==> config.mk <==
export PLATFORM = sky130hd
export DESIGN_NAME = bpe_port_ctrl
export DESIGN_NICKNAME = d
export VERILOG_FILES = /design/src/bpe_pkg.sv /design/src/bpe_port_ctrl.sv
export VERILOG_INCLUDE_DIRS = /design/src
export SDC_FILE = /design/constraint.sdc
export NUM_CORES = 1
export LEC_CHECK = 0
export BUFFER_PORTS_ARGS = -buffer_cell sky130_fd_sc_hd__buf_2
export CORE_MARGIN = 2
export CORE_UTILIZATION = 52
export CTS_CLUSTER_SIZE = 16
export DETAILED_ROUTE_END_ITERATION = 6
export PLACE_DENSITY_LB_ADDON = 0.1
export SYNTH_ARGS = -nofsm -noshare
export SYNTH_HDL_FRONTEND = slang
export SYNTH_SLANG_ARGS = --single-unit
==> constraint.sdc <==
create_clock -name clock -period 1.9 [get_ports clock]
set_clock_uncertainty 0.2 [all_clocks]
set_input_delay 0.38 -clock clock [delete_from_list [all_inputs] [get_ports clock]]
set_output_delay 0.38 -clock clock [all_outputs]
set_load 0.005 [all_outputs]
==> src/bpe_defines.svh <==
// register offsets, field positions and reset values of the board control file
`ifndef BPE_DEFINES_SVH
`define BPE_DEFINES_SVH
// word index of each of the five registers
`define BPE_IDX_CFG      3'h0
`define BPE_IDX_CTRL     3'h1
`define BPE_IDX_STATUS   3'h2
`define BPE_IDX_IRQ_EN   3'h3
`define BPE_IDX_IRQ_CLR  3'h4
`define BPE_NUM_REGS     3'h5
// control register fields, in upper data half
`define BPE_BIT_ETH      16
`define BPE_BIT_IRD      17
`define BPE_BIT_SERA     18
`define BPE_BIT_SERB     19
`define BPE_BIT_CARD     20
`define BPE_BIT_VCC0     21
`define BPE_BIT_VCC1     22
// status fields
`define BPE_ST_CD_LO     16
`define BPE_ST_VS_LO     18
`define BPE_ST_RANGE     20
`define BPE_ST_TX        21
// interrupt bits: card inserted, card removed, range latched
`define BPE_IRQ_INS      0
`define BPE_IRQ_REM      1
`define BPE_IRQ_RNG      2
// reset values: ports disabled, card power off
`define BPE_CTRL_RST     16'h001F
`define BPE_CFG_RST      16'h0000
// tx settle time before infrared enable falls
`define BPE_IRD_SETUP_NS 200
`define BPE_CLK_NS       10
`define BPE_IRD_SETUP_CY ((`BPE_IRD_SETUP_NS + `BPE_CLK_NS - 1) / `BPE_CLK_NS)
`endif

==> src/bpe_pkg.sv <==
// types of the board port enable control block
package bpe_pkg;
   typedef enum logic {
      BPE_RANGE_LOW,
      BPE_RANGE_HIGH
   } bpe_range_t;
endpackage

==> src/bpe_port_ctrl.sv <==
// board port enable control register file
`timescale 1ns/1ns
`include "bpe_defines.svh"

// Overview of operation
// RQ1 - writing 1 to ethernet enable disables transceiver, 0 enables it
// RQ2 - writing 1 to infrared enable disables it, 0 enables it
// RQ3 - infrared rate range chosen on falling edge of infrared enable
// RQ4 - low range: outside holds tx low 200 ns before enable falls
// RQ5 - high range: outside holds tx high for same time before enable falls
// RQ6 - each serial transceiver enabled while its active-low bit is low
// RQ7 - negated serial enable puts transceiver in standby, receiver outputs released
// RQ8 - carrier detect, data set ready, clear to send held asserted; rts ignored
// RQ9 - writing 1 to card enable disables card input buffers, 0 enables
// RQ10 - speaker buffer high impedance while card enable is negated
// RQ11 - card strobe and data buffers driven only while card powered
// RQ12 - software reads voltage sense before selecting card supply
// RQ13 - software removes card power when a detect line goes high
// RQ14 - five registers, imaged through whole chip select region
// RQ15 - each register is a readable and writable 32-bit word; status register ignores writes, irq clear write clears bits
// RQ16 - only upper sixteen data lines carry register bits
// RQ17 - write updates outputs next edge; read returns last written values
module bpe_port_ctrl (
   // clock and reset
   input  wire logic        clock,
   input  wire logic        rst_n,
   // register port
   input  wire logic [14:0] regAddr,
   input  wire logic [31:0] regWrData,
   input  wire logic        regWrite,
   input  wire logic        regRead,
   output logic      [31:0] regRdData,
   // card and infrared pins
   input  wire logic [1:0]  cardDetectN,
   input  wire logic [1:0]  cardVoltageSenseN,
   input  wire logic        infraredTx,
   // enables, card supply select, modem control and range
   output logic             ethernetXcvrEnableN,
   output logic             infraredXcvrEnableN,
   output logic             serialPortAXcvrEnableN,
   output logic             serialPortBXcvrEnableN,
   output logic             cardPortEnableN,
   output logic [1:0]       cardSupplySelect,
   output logic             speakerBufOeN,
   output logic             cardBufOeN,
   output logic             serialRxOeAN,
   output logic             serialRxOeBN,
   output logic [1:0]       serialModemCtlOut,
   output bpe_pkg::bpe_range_t infraredRange,
   // interrupt
   output logic             irq
);
   import bpe_pkg::*;

   // ****************************************
   // state
   // ****************************************
   typedef struct packed {
      logic [15:0] cfg;
      logic [15:0] ctrl;
      logic [2:0]  irqStat;
      logic [2:0]  irqEn;
      logic [31:0] rdData;
      logic [1:0]  cdMeta;
      logic [1:0]  cdSync;
      logic [1:0]  vsMeta;
      logic [1:0]  vsSync;
      logic        txMeta;
      logic        txSync;
      logic        cardIn;
      logic        txPrev;
      logic [7:0]  txStable;
      logic        cardBufOff;
      logic        range;
      logic        irq;
   } bpe_state_t;

   bpe_state_t st_q;
   bpe_state_t st_d;

   localparam logic [7:0] SetupCy = 8'(`BPE_IRD_SETUP_CY);

   function automatic logic [31:0] upper(input logic [15:0] v);
      return {v, 16'h0000}; // RQ16
   endfunction

   function automatic logic [2:0] reg_index(input logic [14:0] a);
      return a[4:2]; // RQ14
   endfunction

   logic [2:0]  idx;
   logic [2:0]  evt;
   logic        newIrd;
   logic        cardNow;
   logic [31:0] rd;

   always_comb begin
      st_d    = st_q;
      idx     = reg_index(regAddr); // RQ14
      newIrd  = st_q.ctrl[`BPE_BIT_IRD - 16];
      rd      = 32'h0000_0000;
      evt     = 3'h0;
      // synchronisers
      st_d.cdMeta = cardDetectN;
      st_d.cdSync = st_q.cdMeta;
      st_d.vsMeta = cardVoltageSenseN;
      st_d.vsSync = st_q.vsMeta;
      st_d.txMeta = infraredTx;
      st_d.txSync = st_q.txMeta;
      st_d.txPrev = st_q.txSync;
      // writes
      if (regWrite) begin // RQ15 RQ17
         case (idx)
            `BPE_IDX_CFG:    st_d.cfg = regWrData[31:16];
            `BPE_IDX_CTRL: begin
               st_d.ctrl = regWrData[31:16]; // RQ1 RQ2 RQ6 RQ9
               newIrd    = regWrData[`BPE_BIT_IRD];
            end
            `BPE_IDX_IRQ_EN: st_d.irqEn = regWrData[18:16];
            `BPE_IDX_IRQ_CLR: st_d.irqStat = st_q.irqStat & ~regWrData[18:16];
            default: ;
         endcase
      end
      // tx stability counter for the settled bit in status
      if (st_q.txSync != st_q.txPrev) begin
         st_d.txStable = 8'h00;
      end else if (st_q.txStable != SetupCy) begin
         st_d.txStable = st_q.txStable + 8'h01;
      end
      // infrared enable falling edge latches range
      if (st_q.ctrl[`BPE_BIT_IRD - 16] && !newIrd) begin // RQ3 RQ4 RQ5
         st_d.range = st_q.txSync;
         evt[`BPE_IRQ_RNG] = 1'b1;
      end
      // card presence events, channel enabled only
      cardNow     = (st_q.cdSync == 2'b00);
      st_d.cardIn = cardNow;
      if (!st_q.ctrl[`BPE_BIT_CARD - 16]) begin
         evt[`BPE_IRQ_INS] = cardNow && !st_q.cardIn;  // RQ12
         evt[`BPE_IRQ_REM] = !cardNow && st_q.cardIn;  // RQ13
      end
      st_d.irqStat = st_d.irqStat | evt; // set wins over clear
      // card buffers off unless channel on and powered
      st_d.cardBufOff = st_d.ctrl[`BPE_BIT_CARD - 16] ||
                        (st_d.ctrl[`BPE_BIT_VCC1 - 16:`BPE_BIT_VCC0 - 16] == 2'b00); // RQ11
      // reads
      case (idx)
         `BPE_IDX_CFG:    rd = upper(st_q.cfg);
         `BPE_IDX_CTRL:   rd = upper(st_q.ctrl); // RQ17
         `BPE_IDX_STATUS: rd = upper({9'h000, (st_q.txStable == SetupCy),
                                      st_q.txSync, st_q.range,
                                      st_q.vsSync, st_q.cdSync});
         `BPE_IDX_IRQ_EN: rd = upper({13'h0000, st_q.irqEn});
         `BPE_IDX_IRQ_CLR: rd = upper({13'h0000, st_q.irqStat});
         default:         rd = 32'h0000_0000;
      endcase
      st_d.rdData = regRead ? rd : 32'h0000_0000;
      st_d.irq    = |(st_d.irqStat & st_d.irqEn);
   end

   always_ff @(posedge clock or negedge rst_n) begin
      if (!rst_n) begin
         st_q      <= '0;
         st_q.ctrl <= `BPE_CTRL_RST;
         st_q.cfg  <= `BPE_CFG_RST;
         st_q.cdMeta <= 2'h3;
         st_q.cdSync <= 2'h3;
         st_q.cardBufOff <= 1'b1;
      end else begin
         st_q <= st_d;
      end
   end

   // ****************************************
   // outputs
   // ****************************************
   assign regRdData              = st_q.rdData;
   assign ethernetXcvrEnableN    = st_q.ctrl[`BPE_BIT_ETH - 16];  // RQ1
   assign infraredXcvrEnableN    = st_q.ctrl[`BPE_BIT_IRD - 16];  // RQ2
   assign serialPortAXcvrEnableN = st_q.ctrl[`BPE_BIT_SERA - 16]; // RQ6
   assign serialPortBXcvrEnableN = st_q.ctrl[`BPE_BIT_SERB - 16]; // RQ6
   assign serialRxOeAN           = st_q.ctrl[`BPE_BIT_SERA - 16]; // RQ7
   assign serialRxOeBN           = st_q.ctrl[`BPE_BIT_SERB - 16]; // RQ7
   assign serialModemCtlOut      = 2'h3;                          // RQ8
   assign cardPortEnableN        = st_q.ctrl[`BPE_BIT_CARD - 16]; // RQ9
   assign speakerBufOeN          = st_q.ctrl[`BPE_BIT_CARD - 16]; // RQ10
   assign cardBufOeN             = st_q.cardBufOff;               // RQ11
   assign cardSupplySelect       = st_q.ctrl[`BPE_BIT_VCC1 - 16:`BPE_BIT_VCC0 - 16];
   assign infraredRange          = bpe_range_t'(st_q.range);
   assign irq                    = st_q.irq;

   // ****************************************
   // checks
   // ****************************************
   eth_follows_write_a: assert property (@(posedge clock) disable iff (!rst_n) // RQ1
      regWrite && regAddr[4:2] == `BPE_IDX_CTRL |=> ethernetXcvrEnableN == $past(regWrData[16]))
      else $error("ethernet enable did not follow write");
   ird_follows_write_a: assert property (@(posedge clock) disable iff (!rst_n) // RQ2
      regWrite && regAddr[4:2] == `BPE_IDX_CTRL |=> infraredXcvrEnableN == $past(regWrData[17]))
      else $error("infrared enable did not follow write");
   range_capture_a: assert property (@(posedge clock) disable iff (!rst_n) // RQ3
      $fell(infraredXcvrEnableN) |-> infraredRange == bpe_range_t'($past(st_q.txSync)))
      else $error("range not captured at enable fall");
   serial_standby_a: assert property (@(posedge clock) disable iff (!rst_n) // RQ7
      serialRxOeAN == serialPortAXcvrEnableN && serialRxOeBN == serialPortBXcvrEnableN)
      else $error("serial receiver not released in standby");
   speaker_off_a: assert property (@(posedge clock) disable iff (!rst_n) // RQ10
      cardPortEnableN |-> speakerBufOeN)
      else $error("speaker driven while card disabled");
   card_unpowered_a: assert property (@(posedge clock) disable iff (!rst_n) // RQ11
      cardSupplySelect == 2'b00 |-> cardBufOeN)
      else $error("card buffers driven without power");
   read_back_a: assert property (@(posedge clock) disable iff (!rst_n) // RQ17
      regRead && regAddr[4:2] == `BPE_IDX_CTRL && !regWrite
      |=> regRdData[31:16] == $past(st_q.ctrl))
      else $error("read did not return control value");
   low_half_zero_a: assert property (@(posedge clock) disable iff (!rst_n) // RQ16
      regAddr[4:2] != `BPE_IDX_STATUS ##1 1'b1 |-> regRdData[15:0] == 16'h0000)
      else $error("lower data half not zero");

   // ****************************************
   // checks on the enable, supply, buffer and modem control pins
   // ****************************************
   sera_follows_write_a: assert property (@(posedge clock) disable iff (!rst_n) // RQ6
      regWrite && reg_index(regAddr) == `BPE_IDX_CTRL
      |=> serialPortAXcvrEnableN == $past(regWrData[`BPE_BIT_SERA]))
      else $error("serial port a enable did not follow write");

   serb_follows_write_a: assert property (@(posedge clock) disable iff (!rst_n) // RQ6
      regWrite && reg_index(regAddr) == `BPE_IDX_CTRL
      |=> serialPortBXcvrEnableN == $past(regWrData[`BPE_BIT_SERB]))
      else $error("serial port b enable did not follow write");

   card_follows_write_a: assert property (@(posedge clock) disable iff (!rst_n) // RQ9
      regWrite && reg_index(regAddr) == `BPE_IDX_CTRL
      |=> cardPortEnableN == $past(regWrData[`BPE_BIT_CARD]))
      else $error("card enable did not follow write");

   supply_follows_write_a: assert property (@(posedge clock) disable iff (!rst_n) // RQ17
      regWrite && reg_index(regAddr) == `BPE_IDX_CTRL
      |=> cardSupplySelect == $past(regWrData[`BPE_BIT_VCC1:`BPE_BIT_VCC0]))
      else $error("card supply select did not follow write");

   enables_hold_a: assert property (@(posedge clock) disable iff (!rst_n) // RQ17
      !(regWrite && reg_index(regAddr) == `BPE_IDX_CTRL)
      |=> $stable(ethernetXcvrEnableN) && $stable(infraredXcvrEnableN) && $stable(cardPortEnableN))
      else $error("enable changed without a write");

   modem_ctl_on_a: assert property (@(posedge clock) disable iff (!rst_n) // RQ8
      serialModemCtlOut == 2'b11)
      else $error("modem control lines not asserted");

   card_off_buf_a: assert property (@(posedge clock) disable iff (!rst_n) // RQ9
      cardPortEnableN |-> cardBufOeN)
      else $error("card buffers driven while channel disabled");

   speaker_on_a: assert property (@(posedge clock) disable iff (!rst_n) // RQ10
      !cardPortEnableN |-> !speakerBufOeN)
      else $error("speaker released while card enabled");

   card_powered_buf_a: assert property (@(posedge clock) disable iff (!rst_n) // RQ11
      !cardPortEnableN && cardSupplySelect != 2'b00 |-> !cardBufOeN)
      else $error("card buffers off while powered");

   // ****************************************
   // checks on the register port
   // ****************************************
   idle_read_zero_a: assert property (@(posedge clock) disable iff (!rst_n) // RQ17
      !regRead |=> regRdData == 32'h0000_0000)
      else $error("read data not zero outside a read");

   unmapped_read_a: assert property (@(posedge clock) disable iff (!rst_n) // RQ14
      regRead && reg_index(regAddr) >= `BPE_NUM_REGS |=> regRdData == 32'h0000_0000)
      else $error("unmapped read not zero");

   unmapped_write_a: assert property (@(posedge clock) disable iff (!rst_n) // RQ14
      regWrite && reg_index(regAddr) >= `BPE_NUM_REGS
      |=> $stable(cardSupplySelect) && $stable(ethernetXcvrEnableN))
      else $error("unmapped write changed control");

   // ****************************************
   // checks on range and interrupts
   // ****************************************
   range_hold_a: assert property (@(posedge clock) disable iff (!rst_n) // RQ3
      !$fell(infraredXcvrEnableN) |-> $stable(infraredRange))
      else $error("range changed without enable fall");

   range_event_a: assert property (@(posedge clock) disable iff (!rst_n) // RQ3
      $fell(infraredXcvrEnableN) |-> st_q.irqStat[`BPE_IRQ_RNG])
      else $error("range event not recorded");

   insert_event_a: assert property (@(posedge clock) disable iff (!rst_n) // RQ12
      !cardPortEnableN && st_q.cdSync == 2'b00 && !st_q.cardIn
      |=> st_q.irqStat[`BPE_IRQ_INS])
      else $error("card insertion not recorded");

   remove_event_a: assert property (@(posedge clock) disable iff (!rst_n) // RQ13
      !cardPortEnableN && st_q.cdSync != 2'b00 && st_q.cardIn
      |=> st_q.irqStat[`BPE_IRQ_REM])
      else $error("card removal not recorded");

   irq_masked_a: assert property (@(posedge clock) disable iff (!rst_n) // RQ13
      regWrite && reg_index(regAddr) == `BPE_IDX_IRQ_EN && regWrData[18:16] == 3'h0
      |=> !irq)
      else $error("interrupt raised while all masked");
endmodule // bpe_port_ctrl

[Word level (Yosys, flattened, before mapping)]
Cells that the tools add are included.
Word-level totals
  output and inout bits: 47
  input port bits: 56
  register bits: 93
  word-level logic and storage cells: 56
Operators by class
  reduce and logical (&&, ||, !) cells: 14
  mux-type cells: 12
  bitwise logic cells: 4
  eq/ne operators: 7
  add/subtract/negate cells: 1
Operators with widths (number)
  32-bit case mux with 5 select lines: 1
  32-bit two-way mux: 1
  8-bit two-way mux: 2
  13-bit two-way mux: 1
  8-bit by 1-bit adder with 8-bit output, second input constant: 1
  8-bit by 5-bit equality test with 1-bit output, second input constant: 1
  8-bit by 5-bit inequality test with 1-bit output, second input constant: 1
  7-bit two-way mux: 1
  3-bit bitwise AND: 2
  3-bit by 2-bit equality test with 1-bit output, second input constant: 2
  3-bit two-way mux: 2
  2-bit zero test: 2
  2-bit AND reduction: 2
  3-bit by 1-bit equality test with 1-bit output, second input constant: 1
  3-bit equality test, second input constant: 1
  1-bit logical AND: 3
  1-bit zero test: 3
  3-bit zero test: 1
  1-bit two-way mux: 3
  3-bit inverter: 1
  3-bit bitwise OR: 1
  3-bit OR reduction: 1
  2-bit two-way mux: 1
  2-bit nonzero test: 1
  other kinds (2): 2

[Logic depth before layout (Yosys ltp)]
Gate-level depths: netlist of run 1.
  depth in word-level cells: 9
  gate-level depth with buffers: 6
  depth with buffers taken out: 5

[Worst setup path before layout of run 1]
No wires, ideal clock.
  path kind: in2reg
  start point: input port regAddr[4]
  end point: register st_q[68] (netlist bit)
  required time: 1.575 ns
  path buffers: 3
  path slack: 0.190 ns
  cell stages on the path: 5
  library setup time: 0.125 ns
  data arrival time: 1.385 ns
  path through: buf_4 and4bb_1 buf_6 buf_6 mux2_4
Between the ends
  longest elaborated chain between the ends: 2
RTL lines
  from (decl): line bpe_port_ctrl.sv:28  | input wire logic [14:0] regAddr,
  3-bit by 1-bit equality test with 1-bit output: line bpe_port_ctrl.sv:113  | case (idx)
  2-bit AND reduction (no source line)
  to (signal assigned): line bpe_port_ctrl.sv:170  | st_q <= st_d;
  to (decl): line bpe_port_ctrl.sv:78  | bpe_state_t st_q;
No other way between the ends.
A chain may end at the register's enable or synchronous reset.

[Worst setup path after layout of run 1]
  start point: register st_q (netlist bit cardPortEnableN)
  end point: output port cardPortEnableN
RTL lines
  to (decl): line bpe_port_ctrl.sv:42  | output logic cardPortEnableN,
No word-level cell between the ends.

==> impl_metrics.tcl, run 1 <==
set metrics [dict create \
    pre_cts_slack_ns 0.0771 \
    nNetsFinal 389 \
    syn_area_um2 3590 \
    portBuffers 56 \
    post_drt_wl_per_cell_um 15.1 \
    synth_edf_count 0 \
    cp.arrival_ns 1.10 \
    synth_top_area_share_pct 46.7 \
    ir_drop_mv 0.541 \
    first_pass_iters 4 \
    sw_frac_of_total_pct 25.0 \
    hold_class "input pin to flip-flop" \
    synth_most_common_cell "dfrtp_1" \
    worstPathRequired_ns 1.32 \
    pwr-share-comb_pct 17.4 \
    path_buf_inv 1 \
    pwr-share-clk_pct 31.8 \
    fin_tns_setup_ns 0 \
    drt_wl_total_um 6300 \
    cp-start-kind "flip-flop" \
    route.antenna.remaining_nets 0 \
    p_int_mw 3.03 \
    setup_viol 0 \
    path_cells "buf_2" \
    rsz0062_at_grt "false" \
    critPathSlowestCell "dfstp_2" \
    dr.first_iter.drc_count 89 \
    fin_cells 416 \
    grt_pass1_vias 2075 \
    synth-async-reset-ratio_pct 100 \
    die_y_um 87.1 \
    yosys.area.top_type "dfrtp_1" \
    die_w_um 87.1 \
    post_cts_buffers 0 \
    cts_buffers 9 \
    dp_hpwl_um 4430 \
    clock_path_buffers 2 \
    io_pins 103 \
    rows 30 \
    coreArea_um2 6720 \
    power_frac_seq_pct 50.8 \
    yosys_warnings 0 \
    diodes 0 \
    ys_ff_latch 77 \
    utilization_pct 60.5 \
    cts_tree "built" \
    synthTopCellsByArea "dfrtp_1 47%, mux2_4 10%, buf_4 8.8%" \
    grt_pass1_wl_um 10000 \
    cp_max_fo 6 \
    maxSlewViolCount 0 \
    endpoint_kind "output pin" \
    path_class "flip-flop to output pin" \
    yosysSeqAreaShare_pct 54.0 \
    drc 0 \
    powerDensity_nw_per_um2 992 \
    multiInputGateArea_um2 1300 \
    power_mw 4.03 \
    period_share_pct 88.2 \
    syn2layout_area_growth_pct 13.3 \
    maxCapViolations 0 \
    initial_utilization_pct 53.4 \
    clock_sinks 77 \
    grt_usage_pct 17.9 \
    globalRouteOverflowTotal 0 \
    htreeDepth 3 \
    switchingPower_mw 1.01 \
    vias 2091 \
    hold_viol 0 \
    path_delay_family "flip-flops" \
    clk_latency_ns 0.35 \
    path_clk_slew_ns 0.07 \
    avgSynthCellArea_um2 12.9 \
    register_area_um2 1940 \
    dieArea_um2 7580 \
    synthCells 278 \
    finalCriticalPeriod_ns 1.68 \
    antenna_found_initial 0 \
    setup_ws_ns 0.225 \
    synth_commonest_cells "67 x dfrtp_1, 42 x buf_4, 24 x mux2_4, 24 x nor2_1, 15 x mux2i_1" \
    gp_congestion 0.786 \
    drive_gt1_share_pct 42.0 \
    grt_max_degree 31 \
    ys.flop_type "dfrtp_1" \
    worst_path_largest_cell_delay_ns 0.61 \
    nFillCells 555 \
    p_leak_nw 2.02 \
    outcome "complete, no violations" \
    synth.distinct_cells 44 \
    via_per_inst 5.03 \
    max_freq_mhz 597 \
    dp.cells 394 \
    cts-root-buf "clkbuf_8" \
]
[worst paths after layout]
check	start	slack (ns)	depth (start not counted)	endpoint
worst min-delay path	regWrData[19]	0.07	2	serialPortBXcvrEnableN
min in group asynchronous	rst_n	0.30	2	st_q[81]
worst min register to register	st_d[13]	0.15	0	st_d[11]
worst max register to register	st_q[9]	0.27	4	regRdData[22]
max in group asynchronous	rst_n	0.69	3	serialPortBXcvrEnableN
worst max-delay path	cardPortEnableN	0.22	1	cardPortEnableN
[per-stage QoR]
step | cell area [um^2] | hold WS (ns)
detailed placement | 3790 | 0.114
floorplan | 3650 | -0.116
global placement | 3790 | 0.114
CTS | 4070 | 0.0578
finish | 4070 | 0.0735
global route | 4070 | 0.0547
[power groups by stage]
| stage | clock network, mW | registers, mW | logic, mW |
|---|---|---|---|
| final | 1.28 | 2.05 | 0.702 |
| after global routing | 1.40 | 2.08 | 0.771 |
| after detailed placement | 0 | 2.08 | 0.700 |
| after floorplan | 0 | 2.04 | 0.544 |
| after CTS | 1.32 | 2.05 | 0.715 |
| after global placement | 0 | 2.07 | 0.685 |
[sequential cells by signal, indices dropped and copies added (netlist names)]
signal	cells
cardPortEnableN	1
regRdData	16
serialPortAXcvrEnableN	1
infraredRange	1
ethernetXcvrEnableN	1
cardBufOeN	1
serialPortBXcvrEnableN	1
cardSupplySelect	2
st_d	6
st_q	45
infraredXcvrEnableN	1
irq	1
[area by class of cell]
class	count	share of cell area (%)
clock buffer	13	4.15
clock inverter	3	1.05
inverter	6	0.554
multi-input combinational	162	32.0
sequential	77	47.7
tap	80	2.46
timing repair buffer	75	12.1
[layout by cell type, fill, tap and decap left out, drive strengths merged, types with 3 or more instances in the layout]
cell type	count
a21o	3
conb	18
or2	3
clkbuf	13
a21oi	9
dfstp	10
dfrtp	67
a22oi	3
a21boi	3
xor2	5
mux2	38
buf	69
dlygate4sd3	6
nand2	8
mux2i	15
and3	3
inv	6
nor2	25
a211oi	3
nand3	5
[per-layer routing]
metal	global-route usage, %	routed length, um	vias to the layer above
met5	0	0	-
met4	8.10	116	0
met3	4.36	237	8
met2	27.8	2970	48
met1	23.9	2970	1036
li1	-	-	999
[what timing repair did]
item | in CTS | in global routing
gates resized for setup | 0 | 0
endpoints found under the hold margin | 19 | 0
hold buffers | 6 | 0
[cell families after synthesis]
logic type | share of synthesized area, %
other cells | 0.209
simple gates | 8.09
fa+ha+maj | 0.697
mux | 18.6
xor+xnor | 1.46
buf+inv | 11.3
flops | 54.0
compound gates | 5.54
Note: power is estimated with default switching activity, not from simulation.
==> run 2, diff against run 1 <==
Settings changed: CAP_MARGIN from default to 20, GPL_TIMING_DRIVEN from default to 0.
==> run 2 against run 1 <==
Compared with the run above: sequential power hardly changed; clock power is 9% higher; setup slack worse by 0.072 ns; critical path type unchanged; critical endpoint is now speakerBufOeN; largest cell class unchanged.
==> impl_metrics.tcl, run 2 (synthesized netlist as in run 1, its figures left out) <==
set metrics [dict create \
    period_share_pct 91.9 \
    grt_pass1_wl_um 10400 \
    first_pass_iters 4 \
    sw_frac_of_total_pct 24.4 \
    coreArea_um2 6720 \
    path_class "flip-flop to output pin" \
    ff2ff_path_depth 4 \
    max_freq_mhz 572 \
    layout_common_cells "67 x dfrtp_1, 54 x buf_2, 43 x buf_4, 24 x mux2_4, 24 x nor2_1" \
    clock_sinks 77 \
    drive_gt1_share_pct 47.2 \
    worstMarginPinSlew_ns 0.563 \
    r2r_end "regRdData[22]" \
    reg2reg_from "st_q[9]" \
    grt_pass1_vias 2177 \
    switchingPower_mw 1.03 \
    cp-start-kind "flip-flop" \
    hold_viol 0 \
    dp_hpwl_um 4350 \
    grt_usage_pct 18.4 \
    path_cells "buf_4 > buf_2" \
    post_drt_wl_per_cell_um 14.0 \
    multiInputGateArea_um2 1300 \
    pwr-share-comb_pct 18.4 \
    worstHoldStart "regWrData[19]" \
    antenna_found_initial 0 \
    die_y_um 87.1 \
    vias 2173 \
    largest_reg_flops 45 \
    cts-root-buf "clkbuf_8" \
    worstPathRequired_ns 1.32 \
    endpoint_kind "output pin" \
    cts_buffers 9 \
    p_int_mw 3.18 \
    drc 0 \
    powerDensity_nw_per_um2 971 \
    power_frac_seq_pct 48.7 \
    initial_utilization_pct 53.4 \
    setup_viol 0 \
    worstHoldEndpoint "serialPortBXcvrEnableN" \
    critPathSlowestCell "dfstp_2" \
    nFillCells 533 \
    holdBufCountCts 6 \
    globalRouteOverflowTotal 0 \
    dieArea_um2 7580 \
    grt_max_degree 73 \
    top_register "st_q" \
    worst_path_largest_cell_delay_ns 0.60 \
    cp_max_fo 6 \
    rrSetupSlack_ns 0.17 \
    gp_congestion 0.837 \
    finalCriticalPeriod_ns 1.75 \
    path_buf_inv 2 \
    p_leak_nw 2.21 \
    nNetsFinal 424 \
    diodes 0 \
    hold_class "input pin to flip-flop" \
    dp.cells 429 \
    path_delay_family "flip-flops" \
    path_clk_slew_ns 0.07 \
    portBuffers 54 \
    final_common_cell "dfrtp_1" \
    io_pins 103 \
    maxCapViolations 0 \
    clock_path_buffers 2 \
    clk_latency_ns 0.35 \
    cts_resized 0 \
    register_area_um2 1940 \
    cp.arrival_ns 1.17 \
    ir_drop_mv 0.652 \
    drt_wl_total_um 6320 \
    slew_headroom_pct 62.3 \
    pwr-share-clk_pct 32.9 \
    power_mw 4.21 \
    rsz0062_at_grt "false" \
    post_cts_buffers 0 \
    cts_tree "built" \
    maxSlewViolCount 0 \
    outcome "complete, no violations" \
    rows 30 \
    via_per_inst 4.82 \
    route.antenna.remaining_nets 0 \
    die_w_um 87.1 \
    fin_cells 451 \
    min_path_cells 2 \
    htreeDepth 3 \
    dr.first_iter.drc_count 101 \
    syn2layout_area_growth_pct 20.8 \
]
==> run 2: cell type report <==
class	count	share of cell area, %
buffer	49	8.86
clock buffer	12	3.58
clock inverter	4	1.62
inverter	6	0.520
multi-input combinational	162	30.1
sequential	77	44.7
tap	80	2.31
timing repair buffer	61	8.31
==> run 2: worst register-to-register path, stage by stage, from the launching register on <==
cell and delay [ns]:
dfrtp_1 0.42, nor4b_2 0.36, nand4b_1 0.29, nand2b_1 0.23
a21oi_1 0.16
==> run 2: how the worst max path moves through the flow <==
stage / start / endpoint / slack [ns] / cells past startpoint
2_1_floorplan: regAddr[4] / st_q[68] / 0.19 / 5
3_5_place_dp: regAddr[3] / st_q[88] / 0.06 / 6
4_1_cts: cardPortEnableN / speakerBufOeN / 0.13 / 2
3_3_place_gp: rst_n / st_q[59] / -0.25 / 1
6_report: cardPortEnableN / speakerBufOeN / 0.15 / 2
5_1_grt: st_q[8] / regRdData[22] / 0.04 / 4
==> run 2: power by group through the flow <==
stage                     registers (mW)  logic (mW)  clock network, mW
final                               2.05       0.774               1.39
after global routing                2.09       0.855               1.49
after CTS                           2.05       0.784               1.42
after detailed placement            2.08       0.771                  0
after global placement              2.07       0.751                  0
after floorplan                     2.04       0.544                  0
==> run 2: per-layer routing <==
metal  part of all wire (%)  routed length [um]  vias up  global-route usage [%]
met5                      0                   0        -                       0
met4                    2.5                 158        0                    9.38
met3                    4.0                 251       11                    3.79
met2                     48                3030       46                    28.7
met1                     46                2890     1051                    24.6
li1                       -                   -     1065                       -
==> run 2: per-stage QoR <==
step | worst slack, ns | utilization [%] | hold WS, ns | area [um^2] | setup TNS [ns]
2_1_floorplan | 0.190 | - | -0.116 | 3650 | 0
3_3_place_gp | -0.251 | 59.8 | 0.133 | 4020 | -16.50
3_5_place_dp | 0.0638 | 60.3 | 0.00363 | 4050 | 0
4_1_cts | 0.135 | 64.5 | 0.0533 | 4330 | 0
5_1_grt | 0.0438 | 64.5 | 0.0685 | 4330 | 0
6_report | 0.153 | 64.5 | 0.0681 | 4330 | 0
